[src/design/scr_pkg.sv]
// Constants, field layouts and carrier types for the switching configuration register bank
// How it works
// RL1: Switching-rate register at code 33h, read/write, value in kilohertz.
// RL2: Rate and threshold words: 5-bit signed exponent over 11-bit signed mantissa.
// RL3: Switching-rate exponent must be zero; host writes it so.
// RL4: Rate writes accepted 300 to 1500 kHz in 50 kHz steps only.
// RL5: Switching-rate register resets to 0258h, 600 kHz.
// RL6: Start threshold at code 35h; conversion begins when input reaches it.
// RL7: Both thresholds use exponent minus one, half-volt mantissa; host writes it.
// RL8: Start threshold accepts 1 to 80 V in 0.5 V steps; default F814h.
// RL9: Stop threshold at code 36h; running converter stops when input falls there.
// RL10: Stop threshold has same range check; default F812h, 9 V.
// RL11: Sync mode at 37h: 0000h solo, 0100h source, 0120h/0121h followers.
// RL12: Base frequency comes from strap until a host rate write overrides it.
// RL13: Source mode drives 50% pulse on sync pin once internal supply good.
// RL14: In-phase follower locks switching to external sync, zero phase offset.
// RL15: Antiphase follower, code 0121h, locks with 180 degree offset.
// RL16: Sync mode defaults 0100h; other codes ignored and reported.
// RL17: Overvoltage trip at 40h, unsigned 16-bit, compared with sensed output.
// RL18: Bit 15 exponent sign, 14:11 exponent, 10 mantissa sign, 9:0 magnitude.
// RL19: Overvoltage trip resets to 0161h, 0.69 V.
// RL20: Rejected write leaves register unchanged, sets readable command-error flag.
// RL21: Registers load nonvolatile defaults before the bank answers any read.
`default_nettype none
package scr_pkg;
  // Command codes
  localparam logic [7:0] CODE_RATE = 8'h33;
  localparam logic [7:0] CODE_START = 8'h35;
  localparam logic [7:0] CODE_STOP = 8'h36;
  localparam logic [7:0] CODE_MODE = 8'h37;
  localparam logic [7:0] CODE_OV = 8'h40;
  localparam logic [7:0] CODE_STATUS = 8'hf0;
  // Nonvolatile defaults
  localparam logic [15:0] DEF_RATE = 16'h0258;
  localparam logic [15:0] DEF_START = 16'hf814;
  localparam logic [15:0] DEF_STOP = 16'hf812;
  localparam logic [15:0] DEF_MODE = 16'h0100;
  localparam logic [15:0] DEF_OV = 16'h0161;
  // Sync mode codes
  localparam logic [15:0] MODE_SOLO = 16'h0000;
  localparam logic [15:0] MODE_SOURCE = 16'h0100;
  localparam logic [15:0] MODE_INPHASE = 16'h0120;
  localparam logic [15:0] MODE_ANTI = 16'h0121;
  // Word layout: exponent 15:11 (sign at 15), mantissa 10:0 (sign at 10)
  localparam int EXP_HI = 15;
  localparam int EXP_LO = 11;
  localparam int MAN_HI = 10;
  localparam int MAN_LO = 0;
  localparam int MAN_W = 11;
  localparam int EXP_W = 5;
  localparam logic [4:0] EXP_RATE = 5'b00000;
  localparam logic [4:0] EXP_VOLT = 5'b11111;
  // Limits
  localparam logic [10:0] RATE_MIN_KHZ = 11'h12c;
  localparam logic [10:0] RATE_MAX_KHZ = 11'h5dc;
  localparam logic [10:0] RATE_STEP_KHZ = 11'h032;
  localparam logic [10:0] VOLT_MIN_HALF = 11'h002;
  localparam logic [10:0] VOLT_MAX_HALF = 11'h0a0;
  // Timing
  localparam int CLK_PERIOD_NS = 5;
  localparam int CLK_KHZ = 1000000 / CLK_PERIOD_NS;
  localparam int ACC_W = 18;

  typedef struct packed {
    logic [7:0] code;
    logic wr;
    logic rd;
    logic [15:0] data;
  } scr_req_t;

  typedef enum logic [1:0] {
    ST_LOAD = 2'b01,
    ST_SERVE = 2'b10
  } scr_state_t;

  // Rate word check: zero exponent, 300..1500 kHz on a 50 kHz grid
  function automatic logic rate_ok(input logic [15:0] w);
    logic [10:0] m;
    m = w[MAN_HI:MAN_LO];
    rate_ok = (w[EXP_HI:EXP_LO] == EXP_RATE) && (m >= RATE_MIN_KHZ) &&
              (m <= RATE_MAX_KHZ) && ((m % RATE_STEP_KHZ) == 11'h000);
  endfunction

  // Threshold word check: exponent minus one, 1..80 V in half volts
  function automatic logic volt_ok(input logic [15:0] w);
    logic [10:0] m;
    m = w[MAN_HI:MAN_LO];
    volt_ok = (w[EXP_HI:EXP_LO] == EXP_VOLT) && (m >= VOLT_MIN_HALF) &&
              (m <= VOLT_MAX_HALF);
  endfunction

  function automatic logic mode_ok(input logic [15:0] w);
    mode_ok = (w == MODE_SOLO) || (w == MODE_SOURCE) || (w == MODE_INPHASE) ||
              (w == MODE_ANTI);
  endfunction
endpackage
`default_nettype wire

[src/design/scr_top.sv]
// Switching configuration register bank with rate, thresholds, sync mode and trip limit
`timescale 1ns/10ps
`default_nettype none
module scr_top (
  input wire logic sys_clk,
  input wire logic rst,
  input wire scr_pkg::scr_req_t req,
  input wire logic err_clr,
  input wire logic [10:0] rate_strap_khz,
  input wire logic [10:0] vin_half_volts,
  input wire logic [15:0] vout_sense,
  input wire logic vdd_ok_pin,
  input wire logic rate_sync_in,
  output logic [15:0] rd_data,
  output logic rd_ack,
  output logic cmd_err,
  output logic bank_ready,
  output logic conv_en,
  output logic ov_fault,
  output logic switch_pulse,
  output logic rate_sync_out,
  output logic rate_sync_oe
);
  scr_pkg::scr_state_t state_r;
  logic [15:0] rate_r;
  logic [15:0] start_r;
  logic [15:0] stop_r;
  logic [15:0] mode_r;
  logic [15:0] ov_r;
  logic override_r;
  logic [10:0] strap_r;
  logic [15:0] rd_data_r;
  logic rd_ack_r;
  logic cmd_err_r;
  logic conv_en_r;
  logic ov_fault_r;
  logic sync_out_r;
  logic sync_oe_r;
  logic sync_s1_r;
  logic sync_s2_r;
  logic sync_d_r;
  logic vdd_s1_r;
  logic vdd_s2_r;
  logic serving;
  logic wr_take;
  logic rd_take;
  logic wr_bad;
  logic ext_edge;
  logic mode_source;
  logic mode_follow;
  logic [10:0] freq_eff;
  logic gen_pulse;
  logic ready_r;
  logic wr_rate;
  logic wr_start;
  logic wr_stop;
  logic wr_mode;
  logic wr_ov;
  logic code_known;
  logic rd_bad;

  // Request qualifiers and sync mode decode
  assign serving = (state_r == scr_pkg::ST_SERVE);
  assign wr_take = serving && req.wr;
  assign rd_take = serving && req.rd && !req.wr;
  assign mode_source = (mode_r == scr_pkg::MODE_SOURCE);
  assign mode_follow = (mode_r == scr_pkg::MODE_INPHASE) || (mode_r == scr_pkg::MODE_ANTI);

  // One enable per target; a refused write enables nothing
  assign wr_rate = wr_take && !wr_bad && (req.code == scr_pkg::CODE_RATE);
  assign wr_start = wr_take && !wr_bad && (req.code == scr_pkg::CODE_START);
  assign wr_stop = wr_take && !wr_bad && (req.code == scr_pkg::CODE_STOP);
  assign wr_mode = wr_take && !wr_bad && (req.code == scr_pkg::CODE_MODE);
  assign wr_ov = wr_take && !wr_bad && (req.code == scr_pkg::CODE_OV);

  // Mapped codes; a read of anything else is answered with zero and flagged
  always_comb begin
    unique case (req.code)
      scr_pkg::CODE_RATE, scr_pkg::CODE_START, scr_pkg::CODE_STOP: code_known = 1'b1;
      scr_pkg::CODE_MODE, scr_pkg::CODE_OV, scr_pkg::CODE_STATUS: code_known = 1'b1;
      default: code_known = 1'b0;
    endcase
  end

  assign rd_bad = rd_take && !code_known; // RL20

  // Bank stays deaf for one cycle after reset while defaults are copied in
  always_ff @(posedge sys_clk) begin
    if (rst) begin
      state_r <= scr_pkg::ST_LOAD;
    end else begin
      unique case (state_r)
        scr_pkg::ST_LOAD: begin
          state_r <= scr_pkg::ST_SERVE; // RL21
        end
        scr_pkg::ST_SERVE: begin
          state_r <= scr_pkg::ST_SERVE;
        end
        default: begin
          state_r <= scr_pkg::ST_LOAD;
        end
      endcase
    end
  end

  // Ready is a flop of its own so the port never shows a state decode
  always_ff @(posedge sys_clk) begin
    if (rst) begin
      ready_r <= 1'b0;
    end else begin
      ready_r <= (state_r == scr_pkg::ST_LOAD) || serving; // RL21
    end
  end

  // Write check per target; unknown codes are refused as well
  always_comb begin
    wr_bad = 1'b0;
    if (wr_take) begin
      unique case (req.code)
        scr_pkg::CODE_RATE: wr_bad = !scr_pkg::rate_ok(req.data); // RL3 RL4 RL18
        scr_pkg::CODE_START: wr_bad = !scr_pkg::volt_ok(req.data); // RL7 RL8
        scr_pkg::CODE_STOP: wr_bad = !scr_pkg::volt_ok(req.data); // RL10
        scr_pkg::CODE_MODE: wr_bad = !scr_pkg::mode_ok(req.data); // RL16
        scr_pkg::CODE_OV: wr_bad = 1'b0;
        default: wr_bad = 1'b1;
      endcase
    end
  end

  // Switching-rate word; a refused write leaves it as it was
  always_ff @(posedge sys_clk) begin
    if (rst || state_r == scr_pkg::ST_LOAD) begin
      rate_r <= scr_pkg::DEF_RATE; // RL5 RL21
    end else if (wr_rate) begin
      rate_r <= req.data; // RL1 RL20
    end
  end

  // Start threshold in half volts under exponent minus one
  always_ff @(posedge sys_clk) begin
    if (rst || state_r == scr_pkg::ST_LOAD) begin
      start_r <= scr_pkg::DEF_START; // RL8
    end else if (wr_start) begin
      start_r <= req.data; // RL6
    end
  end

  // Stop threshold, same format and range as the start threshold
  always_ff @(posedge sys_clk) begin
    if (rst || state_r == scr_pkg::ST_LOAD) begin
      stop_r <= scr_pkg::DEF_STOP; // RL10
    end else if (wr_stop) begin
      stop_r <= req.data; // RL9
    end
  end

  // Sync mode word, only the four defined codes ever stored
  always_ff @(posedge sys_clk) begin
    if (rst || state_r == scr_pkg::ST_LOAD) begin
      mode_r <= scr_pkg::DEF_MODE; // RL16
    end else if (wr_mode) begin
      mode_r <= req.data; // RL11
    end
  end

  // Overvoltage trip is plain unsigned, so every value is accepted
  always_ff @(posedge sys_clk) begin
    if (rst || state_r == scr_pkg::ST_LOAD) begin
      ov_r <= scr_pkg::DEF_OV; // RL19
    end else if (wr_ov) begin
      ov_r <= req.data; // RL17
    end
  end

  // Strap value caught after reset release, not under reset itself
  always_ff @(posedge sys_clk) begin
    if (rst) begin
      strap_r <= 11'h000;
    end else if (state_r == scr_pkg::ST_LOAD) begin
      strap_r <= rate_strap_khz; // RL12
    end
  end

  // Once the host sets a valid rate the strap no longer decides the frequency
  always_ff @(posedge sys_clk) begin
    if (rst) begin
      override_r <= 1'b0;
    end else if (wr_rate) begin
      override_r <= 1'b1; // RL12
    end
  end

  assign freq_eff = override_r ? rate_r[scr_pkg::MAN_HI:scr_pkg::MAN_LO] : strap_r; // RL2 RL12

  // Read path; unmapped reads answer zero and flag an error
  always_ff @(posedge sys_clk) begin
    if (rst) begin
      rd_data_r <= 16'h0000;
      rd_ack_r <= 1'b0;
    end else begin
      rd_ack_r <= rd_take; // RL21
      if (rd_take) begin
        unique case (req.code)
          scr_pkg::CODE_RATE: rd_data_r <= rate_r; // RL1
          scr_pkg::CODE_START: rd_data_r <= start_r;
          scr_pkg::CODE_STOP: rd_data_r <= stop_r;
          scr_pkg::CODE_MODE: rd_data_r <= mode_r;
          scr_pkg::CODE_OV: rd_data_r <= ov_r;
          scr_pkg::CODE_STATUS: rd_data_r <= {15'h0000, cmd_err_r}; // RL20
          default: rd_data_r <= 16'h0000;
        endcase
      end
    end
  end

  // Sticky command error; a new fault in the clearing cycle still lands
  always_ff @(posedge sys_clk) begin
    if (rst) begin
      cmd_err_r <= 1'b0;
    end else if (wr_bad) begin
      cmd_err_r <= 1'b1; // RL4 RL16 RL20
    end else if (rd_bad) begin
      cmd_err_r <= 1'b1; // RL20
    end else if (err_clr) begin
      cmd_err_r <= 1'b0;
    end
  end

  // Hysteresis: start at or above the on level, stop at or below the off level
  always_ff @(posedge sys_clk) begin
    if (rst || !serving) begin
      conv_en_r <= 1'b0;
    end else if (!conv_en_r) begin
      if (vin_half_volts >= start_r[scr_pkg::MAN_HI:scr_pkg::MAN_LO]) begin
        conv_en_r <= 1'b1; // RL6
      end
    end else if (vin_half_volts <= stop_r[scr_pkg::MAN_HI:scr_pkg::MAN_LO]) begin
      conv_en_r <= 1'b0; // RL9
    end
  end

  // Trip comparison, registered so the output is glitch free
  always_ff @(posedge sys_clk) begin
    if (rst) begin
      ov_fault_r <= 1'b0;
    end else begin
      ov_fault_r <= serving && (vout_sense > ov_r); // RL17
    end
  end

  // Sync pin: two flops against metastability, the third only for edge finding
  always_ff @(posedge sys_clk) begin
    if (rst) begin
      sync_s1_r <= 1'b0;
      sync_s2_r <= 1'b0;
      sync_d_r <= 1'b0;
    end else begin
      sync_s1_r <= rate_sync_in;
      sync_s2_r <= sync_s1_r;
      sync_d_r <= sync_s2_r;
    end
  end

  // Supply-good pin passes two flops before anything reads it
  always_ff @(posedge sys_clk) begin
    if (rst) begin
      vdd_s1_r <= 1'b0;
      vdd_s2_r <= 1'b0;
    end else begin
      vdd_s1_r <= vdd_ok_pin;
      vdd_s2_r <= vdd_s1_r;
    end
  end

  // Followers lock only on rising edges; the pin reads our own drive otherwise
  assign ext_edge = mode_follow && sync_s2_r && !sync_d_r; // RL14 RL15

  scr_phase_gen #(
    .ACC_W(scr_pkg::ACC_W),
    .CLK_KHZ(scr_pkg::CLK_KHZ)
  ) u_phase (
    .sys_clk(sys_clk),
    .rst(rst),
    .freq_khz(freq_eff),
    .lock_pulse(ext_edge),
    .lock_anti(mode_r == scr_pkg::MODE_ANTI),
    .pulse_r(gen_pulse)
  );

  // Source mode drives the pin only after the internal supply is good
  always_ff @(posedge sys_clk) begin
    if (rst) begin
      sync_out_r <= 1'b0;
      sync_oe_r <= 1'b0;
    end else begin
      sync_oe_r <= serving && mode_source && vdd_s2_r; // RL13
      sync_out_r <= serving && mode_source && vdd_s2_r && gen_pulse; // RL13
    end
  end

  // Ports come straight off their flops
  assign rd_data = rd_data_r;
  assign rd_ack = rd_ack_r;
  assign cmd_err = cmd_err_r;
  assign bank_ready = ready_r;
  assign conv_en = conv_en_r;
  assign ov_fault = ov_fault_r;
  assign switch_pulse = gen_pulse;
  assign rate_sync_out = sync_out_r;
  assign rate_sync_oe = sync_oe_r;
endmodule
`default_nettype wire

[src/design/scr_phase_gen.sv]
// Phase accumulator that makes the 50% switching pulse and locks to a sync edge
`timescale 1ns/10ps
`default_nettype none
module scr_phase_gen #(
  parameter int ACC_W = scr_pkg::ACC_W,
  parameter int CLK_KHZ = scr_pkg::CLK_KHZ
) (
  input wire logic sys_clk,
  input wire logic rst,
  input wire logic [10:0] freq_khz,
  input wire logic lock_pulse,
  input wire logic lock_anti,
  output logic pulse_r
);
  localparam logic [ACC_W-1:0] WRAP = ACC_W'(CLK_KHZ);
  localparam logic [ACC_W-1:0] HALF = ACC_W'(CLK_KHZ / 2);

  logic [ACC_W-1:0] acc_r;
  logic [ACC_W-1:0] acc_nxt;
  logic [ACC_W-1:0] step;

  // Accumulator advances by the frequency in kHz; a wrap is one switching period
  always_comb begin
    step = acc_r + ACC_W'(freq_khz);
    if (step >= WRAP) begin
      acc_nxt = step - WRAP;
    end else begin
      acc_nxt = step;
    end
  end

  // A sync edge restarts the period at zero or half a turn
  always_ff @(posedge sys_clk) begin
    if (rst) begin
      acc_r <= '0;
    end else if (lock_pulse) begin
      acc_r <= lock_anti ? HALF : '0; // RL14 RL15
    end else begin
      acc_r <= acc_nxt;
    end
  end

  // High for the first half of each turn, giving an even duty cycle
  // A lock lands at the start (high) or the middle (low) of a turn
  always_ff @(posedge sys_clk) begin
    if (rst) begin
      pulse_r <= 1'b0;
    end else begin
      pulse_r <= lock_pulse ? !lock_anti : (acc_nxt < HALF); // RL13 RL14 RL15
    end
  end
endmodule
`default_nettype wire

[config.mk]
export PLATFORM = sky130hd
export DESIGN_NAME = scr_top
export DESIGN_NICKNAME = d
export VERILOG_FILES = /design/src/design/scr_pkg.sv /design/src/design/scr_top.sv /design/src/design/scr_phase_gen.sv
export SDC_FILE = /design/constraint.sdc
export NUM_CORES = 1
export LEC_CHECK = 0
export BUFFER_PORTS_ARGS = -buffer_cell sky130_fd_sc_hd__buf_4
export CAP_MARGIN = 5
export CORE_ASPECT_RATIO = 1.75
export CORE_MARGIN = 2
export CORE_UTILIZATION = 60
export DETAILED_ROUTE_END_ITERATION = 7
export MAX_ROUTING_LAYER = met4
export PLACE_DENSITY = 0.88
export SLEW_MARGIN = 15
export SYNTH_ARGS = -nofsm -noshare
export SYNTH_HDL_FRONTEND = slang
export SYNTH_SLANG_ARGS = --single-unit
[constraint.sdc]
create_clock -name sys_clk -period 5.6 [get_ports sys_clk]
set_clock_uncertainty 0.1 [all_clocks]
set_input_delay 0 -clock sys_clk [delete_from_list [all_inputs] [get_ports sys_clk]]
set_output_delay 0 -clock sys_clk [all_outputs]
set_load 0.05 [all_outputs]
# == Word-level counts from Yosys, hierarchy flattened ==
# Index checks and enable logic that the tools add are counted.
# op_classes
addsub,2
div_mod_pow,1
order_cmp,9
eq_ne,15
n_mux,16
reduce_logical,44
# op_table
operator,n
equality test 16 x 9 -> 1 bit (second input constant),6
one-hot mux 16 bit (6 select lines),1
2-to-1 mux 18 bit,2
equality test 8 x 6 -> 1 bit (second input constant),4
logical AND 1 bit,21
adder 18 x 11 -> 18 bit,1
greater-or-equal comparator 18 bit (second input constant),1
less-than comparator 18 x 17 -> 1 bit (second input constant),1
subtractor 18 bit (second input constant),1
2-to-1 mux 17 bit,1
greater-than comparator 16 bit,1
logical NOT 16 bit,1
greater-or-equal comparator 11 bit,1
greater-or-equal comparator 11 x 2 -> 1 bit (second input constant),1
greater-or-equal comparator 11 x 9 -> 1 bit (second input constant),1
<= comparator 11 bit,1
<= comparator 11 bit (second input constant),1
<= comparator 11 x 8 -> 1 bit (second input constant),1
logical NOT 11 bit,1
modulo 11 x 6 -> 11 bit (second input constant),1
2-to-1 mux 11 bit,1
logical NOT 1 bit,9
2-to-1 mux 1 bit,9
equality test 8 x 7 -> 1 bit (second input constant),1
other kinds (11),18
# totals
ff_bits,141
inputBits,69
output_inout_bits,24

# == Logic depth before layout (Yosys ltp) ==
# logic_depth
ltp_word,10
ltp_mapped,22
ltp_nobuf,19

# == Hierarchy ==
# From an unflattened synthesis, not the netlist that was laid out.
# unflattened
hier_cells,1155
hier_area_um2,9550.4
# by_module_without_submodules
module,n_inst,cells_each,area_each_um2
scr_top,1,897,7460.9
scr_phase_gen,1,258,2089.5

# == Worst setup path after synthesis ==
# OpenSTA, ideal clock, no wires.
# synth_timing
path_type,reg-to-reg
start,register override_r
end,register u_phase.acc_r[7]
setup_time_ns,0.074
arrival_ns,4.503
t_required_ns,5.426
setup_slack_ns,0.923
path_stages_with_launch,20
path_buffers,2
synth_period_minus_slack_ns,4.677
path_cell_list,dfxtp_1 buf_1 mux2_2 ha_1 inv_1 fa_1 nor2b_1 o21ai_0 a21boi_0 o21ai_0 a21boi_0 o21a_1 o2111ai_1 a21boi_0 mux2i_1 o21ai_0 o2bb2ai_1 clkbuf_1 mux2_2 o21ai_0
# synth_via
elab_chain_cells,5
elab_cells_between_ends,6
classes_between,add/sub (2); order compare (1); mux (3)
# synth_lines
element,line_no,rtl
from (decl),scr_top.sv:30,logic override_r;
from (signal assigned),scr_top.sv:187,override_r <= 1'b0;
from (signal assigned),scr_top.sv:189,override_r <= 1'b1;
2-to-1 mux 11 bit *,scr_top.sv:193,assign freq_eff = override_r ? rate_r[scr_pkg::MAN_HI:scr_pkg::MAN_LO] : strap_r;
adder 18 x 11 -> 18 bit *,scr_phase_gen.sv:24,step = acc_r + ACC_W'(freq_khz);
subtractor 18 bit / greater-or-equal comparator 18 bit (equally long branches),"scr_phase_gen.sv:26, scr_phase_gen.sv:25",
2-to-1 mux 18 bit *,scr_phase_gen.sv:25,if (step >= WRAP) begin
2-to-1 mux 18 bit *,scr_phase_gen.sv:36,end else if (lock_pulse) begin
to (signal assigned),scr_phase_gen.sv:37,acc_r <= lock_anti ? HALF : '0;
to (signal assigned),scr_phase_gen.sv:39,acc_r <= acc_nxt;
to (decl),scr_phase_gen.sv:18,logic [ACC_W-1:0] acc_r;
# Mark *: on every way between the ends. The rest lies on a longest branch, timed or not.
# A chain may end at the register's enable or synchronous reset.

# == Worst setup path in the final report ==
# layout_timing
start,input port req[9] (netlist name)
end,register rate_r[5]
# layout_via
elab_chain_cells,10
elab_cells_between_ends,26
classes_between,div (1); order compare (4); eq/ne (3); mux (2); reduce/logical (16)
# layout_lines
element,line_no,rtl
from (decl),scr_top.sv:7,"input wire scr_pkg::scr_req_t req,"
"parallel branches: the longest is 5 deep, another holds modulo 11 x 6 -> 11 bit",-,
one-hot mux 1 bit (4 select lines) *,scr_top.sv:119,unique case (req.code)
2-to-1 mux 1 bit *,scr_top.sv:118,if (wr_take) begin
logical NOT 1 bit *,scr_top.sv:70,assign wr_rate = wr_take && !wr_bad && (req.code == scr_pkg::CODE_RATE);
logical AND 1 bit * (2 in series),scr_top.sv:70,
to (signal assigned),scr_top.sv:133,rate_r <= scr_pkg::DEF_RATE;
to (signal assigned),scr_top.sv:135,rate_r <= req.data;
to (decl),scr_top.sv:25,logic [15:0] rate_r;
# Every way passes the cells marked *.

==> summary.txt <==
Drt
  • WL per Instance: 21.0 um
  • DR vias/cell: 6.63
  • 1st-iter DRT viols: 813
  • Pre-Repair DR Iteration Count: 6
  • Residual DRC count: 0
  • ANT nets after route: 0
  • Via Count: 8989
  • Detailed Route WL: 28500 um

STA
  • Final Slew Violations: 0
  • F_max: 0.189 GHz
  • Final WS setup: 0.300 ns
  • Final Setup Violations: 0
  • Slew @ Worst Pin: 1.01 ns
  • Relative slew slack: 0.327
  • Setup TNS: 0 ns
  • RSZ-0062 raised after global routing: no
  • Final Cycle Share: 0.946
  • Post-layout min period: 5.30 ns
  • Final Hold Fails: 0

Die
  • Starting Density: 0.617
  • # IOs: 93
  • Core Area: 0.0144 mm^2
  • Die Ht: 165 um
  • Full die area: 0.0159 mm^2
  • Chip width: 96.1 um
  • Rows: 58

GRT
  • Vias in the first global route: 8976
  • Number of antenna violations at the first check in global routing: 1
  • Total global routing overflow: 0
  • First-pass GRT wire length: 44500 um
  • Largest net degree at the start of global routing: 52
  • GRT Total Usage: 0.375

Synth
  • Leading cell type by number of instances after synthesis: dfxtp_1
  • Main area contributors after synthesis: dfxtp_1 (31%), ha_1 (7.7%), nor2_1 (4.2%)
  • Fraction of registers with async set/reset: 0
  • EDFF count, synth: 0
  • Syn Area/Cell: 8.43 um^2
  • Cell area after synthesis: 0.00891 mm^2
  • Register area share after synthesis: 0.315
  • Register bit total from synthesis: 140
  • Ys flop type: dfxtp_1
  • Synth top area share: 0.315
  • Commonest cells in the netlist: dfxtp_1 (140), nor2_1 (100), nand2_1 (76)
  • Synth warn: 0
  • Netlist cell types: 96
  • Post-Syn Nets: 1181
  • Synth Instances: 1056
  • Post-synth top area cell: dfxtp_1

Cells and area
  • Storage element area: 0.00280 mm^2
  • Multi-input logic area: 0.00561 mm^2
  • Fin area: 0.0107 mm^2
  • Proportion of layout cells with a drive suffix above 1: 0.159
  • Layout Nets: 1288
  • Count of non-filler cells in the finished layout: 1355
  • Number of fill cells: 992
  • Final Util: 0.738
  • Area delta synth->final: 19.7%

Clock tree
  • Sink Count: 140
  • Maximum root-to-sink buffer count: 2
  • Worst-skew pair later-pin latency: 0.43 ns
  • Root Driver: clkbuf_16
  • CTS tree: yes
  • Inserted Clock Buffers: 17
  • Reg clk slew, reported paths: 0.06 ns
  • Htree depth: 4

Power and ir drop
  • Switching power total: 1.35 mW
  • VDD IR max: 277 uV
  • Clock share of power: 0.302
  • Combinational Power Share: 0.388
  • Power per standard cell area: 338 mW/mm^2
  • Static Leak: 4.27 nW
  • Internal power: 2.25 mW
  • Sequential share of power: 0.311
  • Sw Share: 0.376

Setup path
  • CP endpoint kind: register
  • Worst path arrival time: 5.54 ns
  • R2R Setup Slk: 0.50 ns
  • Req. time, crit path: 5.84 ns
  • CP Launch Type: input port
  • Max FO, Critical Path: 32
  • CP Class: input port to register

Placed design
  • Dpl cell area: 0.00959 mm^2
  • Dpl hpwl: 19800 um
  • Pre-CTS setup slack: 0.464 ns
  • GPL Wtd Cong: 0.988
  • Placed cell count: 1275
  • IO buf count: 92

Run
  • Max cap viols: 0

Min path
  • Hold Crit Class: input port to register

Run status
  • Status: finished clean
what timing repair did:
| action | 4_1_cts | 5_1_grt |
|---|---|---|
| setup endpoints to repair | 0 | 14 |
| buffers inserted | 0 | 2 |
| resized for setup | 0 | 4 |
| hold buffers | 47 | 0 |
| hold endpoints to repair | 70 | 0 |
sequential cells by signal, summed over array words and instances, names as in the netlist, 2 cells and up:
| name | cells |
|---|---|
| stop_r | 16 |
| rd_data | 16 |
| ov_r | 16 |
| state_r | 2 |
| strap_r | 11 |
| mode_r | 16 |
| u_phase.acc_r | 18 |
| rate_r | 16 |
| start_r | 16 |
critical path, stage by stage:
cell	delay, ns
dlygate4sd3_1	0.54
buf_4	0.31
and2b_1	0.23
a311oi_1	0.36
o211ai_1	0.23
a32o_1	0.32
nor3_2	0.33
or2_4	0.21
mux2_2	0.36
nand2_2	0.17
a211oi_4	0.06
xnor2_2	0.34
ha_1	0.31
xnor3_1	0.34
nor2b_1	0.14
mux2i_1	0.26
nor2_1	0.15
a221oi_4	0.45
buf_4	0.21
o31ai_1	0.07
a21oi_1	0.14
cell families after synthesis:
kind of cell             count (synthesis)  share of synthesized area
XOR/XNOR                                26                     0.0280
buffers and inverters                  124                     0.0607
adder cells (fa/ha/maj)                 56                     0.0795
multiplexers                            49                     0.0572
flip-flops                             140                      0.315
AO/OA/AOI/OAI                          278                      0.235
AND/OR/NAND/NOR                        383                      0.225
final timing paths:
| kind | start | end | cells past startpoint |
|---|---|---|---|
| worst max-delay path | req[9] | rate_r[5] | 21 |
| worst min-delay path | err_clr | cmd_err | 5 |
| worst max register to register | override_r | u_phase.pulse_r | 19 |
| worst min register to register | sync_s1_r | sync_s2_r | 1 |
per-layer routing:
metal	part of all wire	up-vias	wire length, um	GRT usage
li1	-	4130	-	-
met1	0.34	4211	9790	0.370
met2	0.50	471	14300	0.626
met3	0.069	177	1960	0.0808
met4	0.086	0	2440	0.294
met5	0	-	0	-
power by group through the flow:
stage / clock, mW / sequential (mW) / combinational, mW
after global placement: 0 / 1.13 / 1.22
after floorplan: 0 / 1.17 / 0.927
after global routing: 1.13 / 1.12 / 1.51
after CTS: 1.08 / 1.12 / 1.32
after detailed placement: 0 / 1.14 / 1.25
final: 1.09 / 1.12 / 1.40
area by class of cell:
cell class | instances | area share
clock inverter | 12 | 0.0106
antenna | 1 | 0.000235
tap | 180 | 0.0211
inverter | 64 | 0.0225
timing repair buffer | 148 | 0.115
sequential | 140 | 0.263
clock buffer | 18 | 0.0412
multi-input combinational | 792 | 0.526
cells in the final DEF, fill, tap and decap left out, types with 5 or more instances in the layout:
master,synthesis,routed
or2_2,6,6
nand2_1,76,76
or3_1,13,13
mux2_2,15,15
a222oi_1,15,15
dlygate4sd3_1,0,47
and3_1,15,15
nand4_1,23,23
a21boi_0,6,6
a211o_1,8,8
o21a_1,12,12
nor3_1,30,30
o31ai_1,10,10
clkbuf_16,0,17
inv_1,64,64
and2_1,19,19
nor2b_1,20,20
o211ai_1,18,18
o21ai_1,4,5
o21ai_0,41,40
a211oi_1,21,21
a21oi_1,49,49
mux2i_1,34,34
nor4_1,12,12
a21o_1,9,9
nor2_1,100,99
inv_6,0,5
nand2b_1,10,10
buf_4,1,101
nand3b_1,7,7
a31oi_1,10,10
ha_1,55,55
a221oi_1,18,18
dfxtp_1,140,140
nand3_1,17,17
xor2_1,10,10
xnor2_1,14,14
per-stage QoR:
step / hold WS (ns) / power (mW)
final: 0.0157 / 3.60
after global routing: 0.0359 / 3.76
after CTS: 0.00974 / 3.51
after detailed placement: 0.122 / 2.39
after global placement: 0.115 / 2.35
after floorplan: 0.0282 / 2.10
(Power assumes the default switching activity.)
